<file path="config.mk">
export PLATFORM = sky130hd
export DESIGN_NAME = edr_device_flat
export DESIGN_NICKNAME = d
export VERILOG_FILES = /design/src/core/edr_pkg.sv /design/src/core/edr_if.sv /design/src/core/edr_device.sv /design/src/flat_wrapper.sv
export SDC_FILE = /design/constraint.sdc
export NUM_CORES = 1
export LEC_CHECK = 0
export BUFFER_PORTS_ARGS = -buffer_cell sky130_fd_sc_hd__buf_2
export CAP_MARGIN = 0
export CORE_UTILIZATION = 35
export DETAILED_ROUTE_END_ITERATION = 8
export PLACE_DENSITY = 0.6
export SYNTH_ARGS = -nofsm -noshare
export SYNTH_HDL_FRONTEND = slang
export SYNTH_SLANG_ARGS = --single-unit
</file>
<file path="constraint.sdc">
create_clock -name core_clk -period 4.7 [get_ports core_clk]
set_input_delay 0.94 -clock core_clk [delete_from_list [all_inputs] [get_ports core_clk]]
set_output_delay 0.94 -clock core_clk [all_outputs]
set_load 0.005 [all_outputs]
</file>
<file path="src/core/edr_pkg.sv">
// package: register map, field positions and timing for the endpoint dma request logic
package edr_pkg;
  // device register addresses on the local bus
  localparam logic [7:0] EDR_DMA_TRANSFER_CONTROL_ADDR   = 8'h40;
  localparam logic [7:0] EDR_SIGNAL_POLARITY_SELECT_ADDR = 8'h41;
  localparam logic [7:0] EDR_REQUEST_GAP_INTERVAL_ADDR   = 8'h42;
  localparam logic [7:0] EDR_STATUS_ADDR                 = 8'h43;
  localparam logic [7:0] EDR_PKT_READY_ADDR              = 8'h44;
  localparam logic [7:0] EDR_FIFO_ADDR                   = 8'h45;
  // dma_transfer_control fields
  localparam int EDR_CTL_ENABLE  = 0;
  localparam int EDR_CTL_DUAL    = 1;
  localparam int EDR_CTL_COUNT   = 2;
  localparam int EDR_CTL_WIDE    = 3;
  localparam int EDR_CTL_DEMAND  = 4;
  localparam int EDR_CTL_HALT    = 7;
  // signal_polarity_select fields
  localparam int EDR_POL_REQ_HIGH = 1;
  localparam int EDR_POL_ACK_LOW  = 2;
  // packet_ready_flags fields
  localparam int EDR_PKT_RX = 1;
  localparam int EDR_PKT_TX = 5;
  localparam logic [7:0] EDR_CTL_RESET = 8'h00;
  localparam logic [7:0] EDR_POL_RESET = 8'h00;
  localparam logic [7:0] EDR_GAP_RESET = 8'h00;
  localparam logic [6:0] EDR_MAX_PACKET = 7'h40;
  // timing
  localparam int EDR_CLK_PERIOD_PS = 4000;
  localparam int EDR_BIT_TIME_PS   = 84000;
  localparam int EDR_BIT_CYCLES    = EDR_BIT_TIME_PS / EDR_CLK_PERIOD_PS;
  localparam int EDR_REQ_EN_CYCLES = 1;
  // controller command codes
  typedef enum logic [1:0] {
    EDR_CMD_NONE,
    EDR_CMD_WRITE,
    EDR_CMD_READ
  } edr_cmd_e;
  // controller register offsets
  localparam logic [3:0] EDR_HOST_ADDR_REG  = 4'h0;
  localparam logic [3:0] EDR_HOST_DATA_REG  = 4'h1;
  localparam logic [3:0] EDR_HOST_CMD_REG   = 4'h2;
  localparam logic [3:0] EDR_HOST_STAT_REG  = 4'h3;
  localparam logic [3:0] EDR_HOST_COUNT_REG = 4'h4;
  localparam logic [3:0] EDR_HOST_RDATA_REG = 4'h5;
  localparam logic [3:0] EDR_HOST_MODE_REG  = 4'h6;
endpackage : edr_pkg
</file>
<file path="src/core/edr_if.sv">
// interface: local bus and dma handshake between the device and the dma side
`timescale 1ns/1ps
interface edr_if;
  logic        bus_mode_select;
  logic [7:0]  dedicated_address_pins;
  logic [15:0] data_from_master;
  logic [15:0] data_from_device;
  logic        data_oe_device;
  logic        ale;
  logic        cs_n;
  logic        rd_n;
  logic        wr_n;
  logic        transfer_request;
  logic        transfer_acknowledge;
  modport device (
    input  bus_mode_select, dedicated_address_pins, data_from_master, ale, cs_n, rd_n,
           wr_n, transfer_acknowledge,
    output data_from_device, data_oe_device, transfer_request
  );
  modport master (
    output bus_mode_select, dedicated_address_pins, data_from_master, ale, cs_n, rd_n,
           wr_n, transfer_acknowledge,
    input  data_from_device, data_oe_device, transfer_request
  );
endinterface : edr_if

</file>
<file path="src/core/edr_device.sv">
// device end: local bus slave, first bulk endpoint fifo and dma request logic
//
// Decided for this implementation: strobed register access and the register offsets.
`timescale 1ns/1ps
module edr_device
  import edr_pkg::*;
(
  input  wire logic       core_clk,
  input  wire logic       arst_n,
  edr_if.device           bus,
  input  wire logic       usb_rx_good,
  input  wire logic [6:0] usb_rx_count,
  input  wire logic       usb_tx_acked,
  input  wire logic       ep_is_in,
  output logic            tx_packet_ready,
  output logic            rx_packet_ready
);
  import edr_pkg::*;

  ////////////////////////////////////////////////////////////////////////////
  // pin synchronisers
  logic [1:0] ale_s, rd_s, wr_s, ack_s, cs_s, mode_s;
  // mux address delayed to line up with ale_d1: the pins carry data by the time the fall shows
  logic [7:0] ad_p1_q, ad_p2_q, ad_p3_q;
  always_ff @(posedge core_clk or negedge arst_n) begin
    if (!arst_n) begin
      ale_s <= 2'h0; rd_s <= 2'h3; wr_s <= 2'h3; ack_s <= 2'h0;
      cs_s <= 2'h3; mode_s <= 2'h0;
    end else begin
      ale_s  <= {ale_s[0], bus.ale};
      rd_s   <= {rd_s[0], bus.rd_n};
      wr_s   <= {wr_s[0], bus.wr_n};
      ack_s  <= {ack_s[0], bus.transfer_acknowledge};
      cs_s   <= {cs_s[0], bus.cs_n};
      mode_s <= {mode_s[0], bus.bus_mode_select};
    end
  end
  logic ale_d1, rd_d1, wr_d1;
  always_ff @(posedge core_clk or negedge arst_n) begin
    if (!arst_n) begin
      ale_d1 <= 1'b0; rd_d1 <= 1'b1; wr_d1 <= 1'b1;
      ad_p1_q <= 8'h00;
      ad_p2_q <= 8'h00;
      ad_p3_q <= 8'h00;
    end else begin
      ale_d1 <= ale_s[1]; rd_d1 <= rd_s[1]; wr_d1 <= wr_s[1];
      ad_p1_q <= bus.data_from_master[7:0];
      ad_p2_q <= ad_p1_q;
      ad_p3_q <= ad_p2_q;
    end
  end
  wire ale_fall = ale_d1 & ~ale_s[1];
  wire rd_fall  = rd_d1 & ~rd_s[1];
  wire wr_rise  = ~wr_d1 & wr_s[1];

  // address/data sampled only at strobe edges, when the pins are long settled
  logic [7:0] lat_addr_q;
  logic       lat_cs_n_q;
  always_ff @(posedge core_clk or negedge arst_n) begin
    if (!arst_n) begin
      lat_addr_q <= 8'h00; lat_cs_n_q <= 1'b1;
    end else if (mode_s[1] && ale_fall) begin
      lat_addr_q <= ad_p3_q;
      lat_cs_n_q <= cs_s[1];
    end
  end
  wire [7:0] cur_addr = mode_s[1] ? lat_addr_q : bus.dedicated_address_pins;
  wire       cur_cs   = mode_s[1] ? ~lat_cs_n_q : ~cs_s[1];

  ////////////////////////////////////////////////////////////////////////////
  // registers
  logic [7:0] ctl_q, pol_q, gap_q;
  wire ack_act = ack_s[1] ^ pol_q[EDR_POL_ACK_LOW];
  // single address: acknowledge selects the fifo; dual: address decode does
  wire dual     = ctl_q[EDR_CTL_DUAL];
  wire dma_sel  = ~dual & ack_act;
  wire reg_sel  = cur_cs & ~dma_sel;
  wire fifo_hit = dma_sel | (reg_sel & (cur_addr == EDR_FIFO_ADDR));
  wire wide     = ctl_q[EDR_CTL_WIDE];
  wire do_wr    = wr_rise & (reg_sel | dma_sel);
  wire do_rd    = rd_fall & (reg_sel | dma_sel);

  always_ff @(posedge core_clk or negedge arst_n) begin
    if (!arst_n) begin
      ctl_q <= EDR_CTL_RESET; pol_q <= EDR_POL_RESET; gap_q <= EDR_GAP_RESET;
    end else if (wr_rise && reg_sel) begin
      if (cur_addr == EDR_DMA_TRANSFER_CONTROL_ADDR) begin
        ctl_q <= bus.data_from_master[7:0];
      end else if (cur_addr == EDR_SIGNAL_POLARITY_SELECT_ADDR) begin
        pol_q <= bus.data_from_master[7:0];
      end else if (cur_addr == EDR_REQUEST_GAP_INTERVAL_ADDR) begin
        gap_q <= bus.data_from_master[7:0];
      end
    end
  end

  ////////////////////////////////////////////////////////////////////////////
  // first bulk endpoint fifo: 64 bytes
  logic [7:0] mem_q [64];
  logic [6:0] wptr_q, rptr_q, rx_len_q;
  logic       cnt_pending_q;
  logic       txr_q, rxr_q;
  wire fifo_wr = do_wr & fifo_hit & ep_is_in & ~txr_q;
  wire fifo_rd = do_rd & fifo_hit & ~ep_is_in & rxr_q;
  wire [6:0] step = wide ? 7'h2 : 7'h1;
  wire [6:0] wnext = wptr_q + step;
  wire [6:0] rnext = cnt_pending_q ? rptr_q : rptr_q + step;
  wire pkt_wr  = do_wr & reg_sel & (cur_addr == EDR_PKT_READY_ADDR);

  always_ff @(posedge core_clk or negedge arst_n) begin
    if (!arst_n) begin
      wptr_q <= 7'h00;
    end else if (usb_tx_acked || usb_rx_good) begin
      wptr_q <= 7'h00;
    end else if (fifo_wr) begin
      wptr_q <= (wnext > EDR_MAX_PACKET) ? EDR_MAX_PACKET : wnext;
    end
  end
  always_ff @(posedge core_clk) begin
    if (fifo_wr) begin
      mem_q[wptr_q[5:0]] <= bus.data_from_master[7:0];
      if (wide && wptr_q < 7'h3f) begin
        mem_q[wptr_q[5:0] + 6'h1] <= bus.data_from_master[15:8];
      end
    end
  end

  // tx ready: hardware sets at max size, ack clears; set wins over clear
  always_ff @(posedge core_clk or negedge arst_n) begin
    if (!arst_n) begin
      txr_q <= 1'b0;
    end else if (fifo_wr && wnext >= EDR_MAX_PACKET) begin
      txr_q <= 1'b1;
    end else if (pkt_wr && bus.data_from_master[EDR_PKT_TX]) begin
      txr_q <= 1'b1;
    end else if (usb_tx_acked) begin
      txr_q <= 1'b0;
    end
  end

  always_ff @(posedge core_clk or negedge arst_n) begin
    if (!arst_n) begin
      rxr_q <= 1'b0; rptr_q <= 7'h00; rx_len_q <= 7'h00; cnt_pending_q <= 1'b0;
    end else if (usb_rx_good && !ep_is_in) begin
      rxr_q <= 1'b1;
      rptr_q <= 7'h00;
      rx_len_q <= usb_rx_count;
      cnt_pending_q <= ctl_q[EDR_CTL_COUNT];
    end else if (fifo_rd) begin
      cnt_pending_q <= 1'b0;
      rptr_q <= rnext;
      if (!cnt_pending_q && rnext >= rx_len_q) begin
        rxr_q <= 1'b0;
      end
    end
  end

  function automatic logic [7:0] fifo_byte(input logic [6:0] idx, input logic [6:0] len);
    fifo_byte = (idx < len) ? mem_q[idx[5:0]] : 8'h00;
  endfunction : fifo_byte

  ////////////////////////////////////////////////////////////////////////////
  // read data
  logic [15:0] rdata_q;
  logic        oe_q;
  always_ff @(posedge core_clk or negedge arst_n) begin
    if (!arst_n) begin
      rdata_q <= 16'h0000;
    end else if (do_rd) begin
      if (fifo_hit && cnt_pending_q) begin
        rdata_q <= {8'h00, 1'b0, rx_len_q};
      end else if (fifo_hit) begin
        rdata_q <= {wide ? fifo_byte(rptr_q + 7'h1, rx_len_q) : 8'h00,
                    fifo_byte(rptr_q, rx_len_q)};
      end else if (cur_addr == EDR_DMA_TRANSFER_CONTROL_ADDR) begin
        rdata_q <= {8'h00, ctl_q};
      end else if (cur_addr == EDR_SIGNAL_POLARITY_SELECT_ADDR) begin
        rdata_q <= {8'h00, pol_q};
      end else if (cur_addr == EDR_REQUEST_GAP_INTERVAL_ADDR) begin
        rdata_q <= {8'h00, gap_q};
      end else if (cur_addr == EDR_PKT_READY_ADDR) begin
        rdata_q <= {10'h000, txr_q, 3'h0, rxr_q, 1'b0};
      end else if (cur_addr == EDR_STATUS_ADDR) begin
        rdata_q <= {9'h000, wptr_q};
      end else begin
        rdata_q <= 16'h0000;
      end
    end
  end
  always_ff @(posedge core_clk or negedge arst_n) begin
    if (!arst_n) begin
      oe_q <= 1'b0;
    end else begin
      oe_q <= ~rd_s[1] & (reg_sel | dma_sel);
    end
  end
  assign bus.data_from_device = rdata_q;
  assign bus.data_oe_device   = oe_q;

  ////////////////////////////////////////////////////////////////////////////
  // request generation
  wire cond = ep_is_in ? ~txr_q : rxr_q;
  wire xfer = fifo_wr | fifo_rd;
  // 13 bits: the largest gap, 1 + 255 * 21 cycles, does not fit in 12
  logic [12:0] gap_cnt_q;
  always_ff @(posedge core_clk or negedge arst_n) begin
    if (!arst_n) begin
      gap_cnt_q <= 13'h0000;
    end else if (xfer && !ctl_q[EDR_CTL_DEMAND]) begin
      gap_cnt_q <= 13'(EDR_REQ_EN_CYCLES)
                   + 13'(gap_q) * 13'(EDR_BIT_CYCLES);
    end else if (gap_cnt_q != 13'h0000) begin
      gap_cnt_q <= gap_cnt_q - 13'h0001;
    end
  end
  // halt only masks the request; pointers keep place so resume continues
  // demand mode keeps the request up across units, single mode drops it per unit
  wire req_act = ctl_q[EDR_CTL_ENABLE] & ~ctl_q[EDR_CTL_HALT] & cond
                 & (gap_cnt_q == 13'h0000)
                 & (ctl_q[EDR_CTL_DEMAND] | ~xfer);
  logic req_q;
  always_ff @(posedge core_clk or negedge arst_n) begin
    if (!arst_n) begin
      req_q <= 1'b1;
    end else begin
      req_q <= req_act ^ ~pol_q[EDR_POL_REQ_HIGH];
    end
  end
  assign bus.transfer_request = req_q;

  always_ff @(posedge core_clk or negedge arst_n) begin
    if (!arst_n) begin
      tx_packet_ready <= 1'b0; rx_packet_ready <= 1'b0;
    end else begin
      tx_packet_ready <= txr_q; rx_packet_ready <= rxr_q;
    end
  end
endmodule : edr_device

</file>
<file path="src/flat_wrapper.sv">
// flat-port wrapper written by rule: the top's interface ports become plain ports
module edr_device_flat import edr_pkg::*;
  (core_clk, arst_n, usb_rx_good, usb_rx_count, usb_tx_acked, ep_is_in, tx_packet_ready, rx_packet_ready, bus_bus_mode_select, bus_dedicated_address_pins, bus_data_from_master, bus_ale, bus_cs_n, bus_rd_n, bus_wr_n, bus_transfer_acknowledge, bus_data_from_device, bus_data_oe_device, bus_transfer_request);
  edr_if bus_i ();
  input  wire logic core_clk;
  input  wire logic arst_n;
  input  wire logic usb_rx_good;
  input  wire logic [6:0] usb_rx_count;
  input  wire logic usb_tx_acked;
  input  wire logic ep_is_in;
  output logic tx_packet_ready;
  output logic rx_packet_ready;
  input wire logic [$bits(bus_i.bus_mode_select)-1:0] bus_bus_mode_select;
  input wire logic [$bits(bus_i.dedicated_address_pins)-1:0] bus_dedicated_address_pins;
  input wire logic [$bits(bus_i.data_from_master)-1:0] bus_data_from_master;
  input wire logic [$bits(bus_i.ale)-1:0] bus_ale;
  input wire logic [$bits(bus_i.cs_n)-1:0] bus_cs_n;
  input wire logic [$bits(bus_i.rd_n)-1:0] bus_rd_n;
  input wire logic [$bits(bus_i.wr_n)-1:0] bus_wr_n;
  input wire logic [$bits(bus_i.transfer_acknowledge)-1:0] bus_transfer_acknowledge;
  output wire logic [$bits(bus_i.data_from_device)-1:0] bus_data_from_device;
  output wire logic [$bits(bus_i.data_oe_device)-1:0] bus_data_oe_device;
  output wire logic [$bits(bus_i.transfer_request)-1:0] bus_transfer_request;
  assign bus_i.bus_mode_select = bus_bus_mode_select;
  assign bus_i.dedicated_address_pins = bus_dedicated_address_pins;
  assign bus_i.data_from_master = bus_data_from_master;
  assign bus_i.ale = bus_ale;
  assign bus_i.cs_n = bus_cs_n;
  assign bus_i.rd_n = bus_rd_n;
  assign bus_i.wr_n = bus_wr_n;
  assign bus_i.transfer_acknowledge = bus_transfer_acknowledge;
  assign bus_data_from_device = bus_i.data_from_device;
  assign bus_data_oe_device = bus_i.data_oe_device;
  assign bus_transfer_request = bus_i.transfer_request;
  edr_device u_core (.core_clk(core_clk), .arst_n(arst_n), .bus(bus_i), .usb_rx_good(usb_rx_good), .usb_rx_count(usb_rx_count), .usb_tx_acked(usb_tx_acked), .ep_is_in(ep_is_in), .tx_packet_ready(tx_packet_ready), .rx_packet_ready(rx_packet_ready));
endmodule
</file>
==> impl_metrics.toml, run 1 <==
[cts]
ctsRootBufferMaster = "clkbuf_16"
clock_latency_ps = 660
cts.repair.resized = 0
cts_setup_buffers = 0
cts_tree = "done"
clock-sinks = 641
path_clk_slew_ps = 70
cts_buffer_depth = 3
numCtsBuffers = 74
htree_levels = 3
postCtsHoldBufs = 0

[synth]
ys_ff_latch = 641
ys_warn_count = 0
avgSynthCellArea_um2 = 14.5
syn_area_um2 = 38400
async_flop_share_pct = 20.1
synth_ff_type = "edfxtp_1"
synth_fp_nets = 2756
synth_edf_count = 512
ys_types = 91
seq_area_frac_synth_pct = 48.5
syn_inst = 2655

[cells_and_area]
final_nets = 2762
n_antenna_cell = 0
design_area_um2 = 43000
layout_commonest_cell = "mux2_2"
fill_cells = 9944
syn2layout_area_growth_pct = 12.0
drive_gt1_share_pct = 44.7
final_cell_mix = "541 x mux2_2, 512 x edfxtp_1, 249 x mux4_2, 129 x buf_4, 127 x nand2_1"

[worst_setup_path]
worstPathRequired_ps = 5280
reg2reg_depth = 9
crit_path_max_fanout = 8
crit_path_start = "u_core.rptr_q[2]"
end_kind = "flip-flop"
arrival_ps = 4670
reg2reg_slack_ps = 620
r2r_end = "u_core.bus.data_from_device[9]"
crit_type = "reg2reg"
r2r-start = "u_core.rptr_q[2]"
cp-start-kind = "flip-flop"

[floorplan]
coreArea_um2 = 109000
start_util_pct = 35.3
io-pin-count = 62
rows = 121
die_w_um = 333
die_h_um = 333
dieArea_um2 = 111000

[placed_design]
globalplace.congestion = 0.922
io_buffers = 61
dp_hpwl_um = 86400
place_area_um2 = 40500

[route]
wl_per_cell_um = 31.1
drt_pass1_iterations = 6
drt_iter0_markers = 2979
drc = 0
vias_per_cell = 6.24
finalWirelength_um = 129000
via_count = 25800
ant_nets = 0

[sta]
fmax_mhz = 245
post-route-min-period_ps = 4080
rsz0062_at_grt = "false"
maxSlewHeadroom_pct = 12.5
maxSlewViolCount = 0
period_share_pct = 86.9
finalSetupViolations = 0
tightestPinTransition_ps = 1300
tns_ps = 0
skew_ps = 41.6
final_hold_viol_count = 0

[global_route]
grt_start_max_net_pins = 108
grt_pass1_vias = 26100
grt_first_pass_wirelength_um = 186000
antenna_found_initial = 1
gr-usage-all-layers_pct = 22.8
overflow = 0

[hold_path]
min-delay-path-class = "in2async"

[pwr]
worst_ir_drop_vdd_v = 0.000208
finalPower_mw = 15.1
p_per_area_nw_per_um2 = 350
leakagePower_nw = 14.6

[job]
cap_violations = 0

[status]
status = "finished, final reports clean"
## cell families (layout without fill, tap and decap cells)
kind of cell	count (synthesis)	in the layout	share of synthesized area, %
muxes	873	873	32.7
and+or+nand+nor	442	442	6.65
AOI/OAI and AO/OA	312	312	6.01
adders and majority gates	59	59	2.00
xor gates and xnor gates	41	41	0.935
buffers and inverters	287	355	3.24
DFF	641	641	48.5
## metrics by stage
step	hold slack, ps	util, %	setup slack, ps	cells
after global placement	332	37.2	506	3999
after detailed placement	336	37.2	428	3999
final	300	39.5	616	4137
after global routing	348	39.5	534	4137
after floorplan	331	-	1110	2655
after CTS	315	39.5	835	4137
## critical path, cell delays in order, from the launching register on
cell and delay [ps]:
dfrtp_1 510, nand3_1 430, nor2_1 280, xor2_1 150
ha_1 200, a2111oi_0 460, o311a_1 260, nand4b_1 470
a2111oi_0 1100, a211o_1 190
## state kept, by name, indices dropped and copies added, names as in the netlist, 8 cells and up
name	count
u_core.ad_p1_q	8
u_core.lat_addr_q	8
u_core.pol_q	8
u_core.mem_q	512
u_core.gap_cnt_q	13
u_core.gap_q	8
u_core.bus.data_from_device	16
u_core.ctl_q	8
u_core.ad_p3_q	8
u_core.ad_p2_q	8
## final cells by class
class	count	area (um^2)	area share (%)
sequential	641	18600	43.3
multi-input combinational	1727	18600	43.2
clock buffer	88	2020	4.69
tap	1414	1770	4.11
timing repair buffer	198	1440	3.35
clock inverter	50	494	1.15
inverter	19	71.3	0.166
## worst max-delay path by stage
stage | slack, ps | end | cells after the start
after floorplan | 1110 | u_core.mem_q[18][0] | 8
after global placement | 510 | u_core.mem_q[12][0] | 7
after detailed placement | 430 | u_core.mem_q[12][4] | 7
after CTS | 840 | u_core.mem_q[12][3] | 6
after global routing | 530 | u_core.bus.data_from_device[9] | 9
final | 620 | u_core.bus.data_from_device[9] | 9
## power breakdown
| part | internal (mW) | switching [mW] |
|---|---|---|
| registers | 6.27 | 0.135 |
| clock network | 3.52 | 2.50 |
| logic | 1.17 | 1.45 |
## cell usage after synthesis, types with 36 or more instances
master,count,area [um^2]
buf_2,65,325
nor2_1,48,180
mux2i_1,71,711
o21ai_0,79,395
ha_1,55,688
nand3_1,36,180
clkbuf_1,161,604
mux2_2,541,6090
edfxtp_1,512,15400
mux4_2,249,5610
dfrtp_1,119,2980
nand2_1,127,477
## metal layers
metal / share of wire (%) / GRT usage, %
met5: 0.0054 / 0
met3: 8.0 / 4.30
met1: 39 / 29.2
met2: 48 / 37.0
met4: 5.2 / 11.5
Note: power is estimated with default switching activity, not from simulation.
==> inputs of run 2 (changes only) <==
--- a/config.mk
+++ b/config.mk
@@ -5,9 +5,10 @@
 export SDC_FILE = /design/constraint.sdc
 export NUM_CORES = 1
 export LEC_CHECK = 0
-export BUFFER_PORTS_ARGS = -buffer_cell sky130_fd_sc_hd__buf_2
+export BUFFER_PORTS_ARGS = -buffer_cell sky130_fd_sc_hd__buf_4
 export CAP_MARGIN = 0
 export CORE_UTILIZATION = 35
+export CTS_BUF_LIST = sky130_fd_sc_hd__clkbuf_16
 export DETAILED_ROUTE_END_ITERATION = 8
 export PLACE_DENSITY = 0.6
 export SYNTH_ARGS = -nofsm -noshare
==> impl_metrics.toml, run 2 (synthesized netlist as in run 1, its figures left out) <==
[cts]
cts_buffer_depth = 3
postCtsHoldBufs = 0
numCtsBuffers = 71
cts.repair.resized = 0
path_clk_slew_ps = 60
clock-sinks = 641
cts_setup_buffers = 0
htree_levels = 3
clock_latency_ps = 640
cts_tree = "done"
ctsRootBufferMaster = "clkbuf_16"

[global_route]
overflow = 0
grt_start_max_net_pins = 91
grt_pass1_vias = 25400
grt_first_pass_wirelength_um = 183000
gr-usage-all-layers_pct = 22.6
grt.busiest_layer = "met2"
use_met1_pct = 29.6
grtUsageMet3_pct = 4.10
antenna_found_initial = 3
met2_usage_pct = 36.2

[worst_setup_path]
path_buf_inv = 0
crit_type = "reg2reg"
crit_family = "compound AO/OA/AOI/OAI gates"
worstPathRequired_ps = 5280
crit_path_start = "u_core.rptr_q[0]"
cp-start-kind = "flip-flop"
r2r_end = "u_core.bus.data_from_device[11]"
reg2reg_slack_ps = 300
path_cells = "ha_4 > nand2_1 > nor2_1 > xor2_1 > ha_1 > a2111oi_0 > o311a_1 > nand4b_1 > a2111oi_0 > a211o_1"
arrival_ps = 4980
worst_path_max_delay_cell = "a2111oi_0"
reg2reg_depth = 10
crit_path_max_fanout = 20
end_kind = "flip-flop"
cpPeakStageDelay_ps = 1290
r2r-start = "u_core.rptr_q[0]"
crit_path_frequent_cell = "a2111oi_0"

[route]
wl_per_cell_um = 31.0
vias_per_cell = 6.28
via_count = 25800
drt_pass1_iterations = 5
drc = 0
drt_iter0_markers = 3392
ant_nets = 0
finalWirelength_um = 127000

[sta]
maxSlewHeadroom_pct = 9.23
tns_ps = 0
hold_ws_ps = 342
period_share_pct = 93.7
tightestPinTransition_ps = 1330
fmax_mhz = 227
final_hold_viol_count = 0
post-route-min-period_ps = 4400
rsz0062_at_grt = "false"
maxSlewViolCount = 0
skew_ps = 39.7
finalSetupViolations = 0

[pwr]
finalPower_mw = 14.5
p_per_area_nw_per_um2 = 339
leakagePower_nw = 14.5
worst_ir_drop_vdd_v = 0.000227

[floorplan]
die_w_um = 333
start_util_pct = 35.3
rows = 121
dieArea_um2 = 111000
die_h_um = 333
coreArea_um2 = 109000
io-pin-count = 62

[cells_and_area]
largest_reg_flops = 512
layout_commonest_cell = "mux2_2"
drive_gt1_share_pct = 43.7
final_util_pct = 39.2
fill_cells = 9974
final_nets = 2738
final_cell_mix = "541 x mux2_2, 512 x edfxtp_1, 249 x mux4_2, 168 x buf_4, 127 x nand2_1"
syn2layout_area_growth_pct = 11.2

[placed_design]
dp_hpwl_um = 81600
io_buffers = 61
globalplace.congestion = 0.931

[job]
cap_violations = 0

[hold_path]
min-delay-path-class = "in2async"

[status]
status = "finished, final reports clean"
==> run 2: cell count changes in the layout (fill, tap and decap cells not counted), moves of 2 or more <==
cell,change
buf_12,-2
buf_2,-60
buf_4,+39
bufinv_16,-5
clkbuf_1,-6
clkbuf_8,-5
clkinv_1,+3
clkinv_2,-4
clkinv_4,-3
clkinv_8,-2
diode_2,+7
inv_1,+13
==> run 2: per-stage QoR <==
step / cell area, um^2 / instances / worst slack, ps
6_report: 42700 / 4113 / 296
5_1_grt: 42700 / 4107 / 178
4_1_cts: 42700 / 4104 / 357
3_5_place_dp: 40500 / 3976 / 378
3_3_place_gp: 40500 / 3976 / 552
2_1_floorplan: 38400 / 2655 / 1110
==> run 2: per-layer routing <==
layer,share of wire (%),vias to the layer above,wire [um]
met4,4.6,2,5840
met2,47,1590,60000
met3,9.1,260,11700
li1,-,10500,-
met5,0.016,-,20
met1,39,13400,49900
==> run 2: cell type report <==
| type | count | area [um^2] | area share [%] |
|---|---|---|---|
| Timing Repair Buffer | 177 | 1410 | 3.29 |
| Clock inverter | 52 | 322 | 0.753 |
| Antenna cell | 7 | 17.5 | 0.0410 |
| Inverter | 19 | 71.3 | 0.167 |
| Sequential cell | 641 | 18600 | 43.6 |
| Tap cell | 1414 | 1770 | 4.14 |
| Multi-Input combinational cell | 1727 | 18600 | 43.5 |
| Clock buffer | 76 | 1900 | 4.45 |
==> run 2: how the worst max path moves through the flow <==
| stage | endpoint | slack, ps | depth (start not counted) |
|---|---|---|---|
| finish | u_core.bus.data_from_device[11] | 300 | 10 |
| global route | u_core.bus.data_from_device[8] | 180 | 10 |
| CTS | u_core.bus.data_from_device[10] | 360 | 10 |
| detailed placement | u_core.bus.data_from_device[10] | 380 | 10 |
| global placement | u_core.bus.data_from_device[10] | 550 | 8 |
| floorplan | u_core.mem_q[18][0] | 1110 | 8 |
==> run 2: worst register-to-register path, cell delays in order (launching register included) <==
cell and delay, ps:
dfrtp_4 660, ha_4 290, nand2_1 100, nor2_1 140
xor2_1 160, ha_1 280, a2111oi_0 490, o311a_1 270
nand4b_1 500, a2111oi_0 1290, a211o_1 190
==> run 2: power breakdown <==
group	leakage [nW]	internal, mW	switching, mW	total [mW]
Clock	1.14	3.08	2.36	5.44
Sequential	6.19	6.27	0.158	6.43
Combinational	7.13	1.19	1.43	2.62
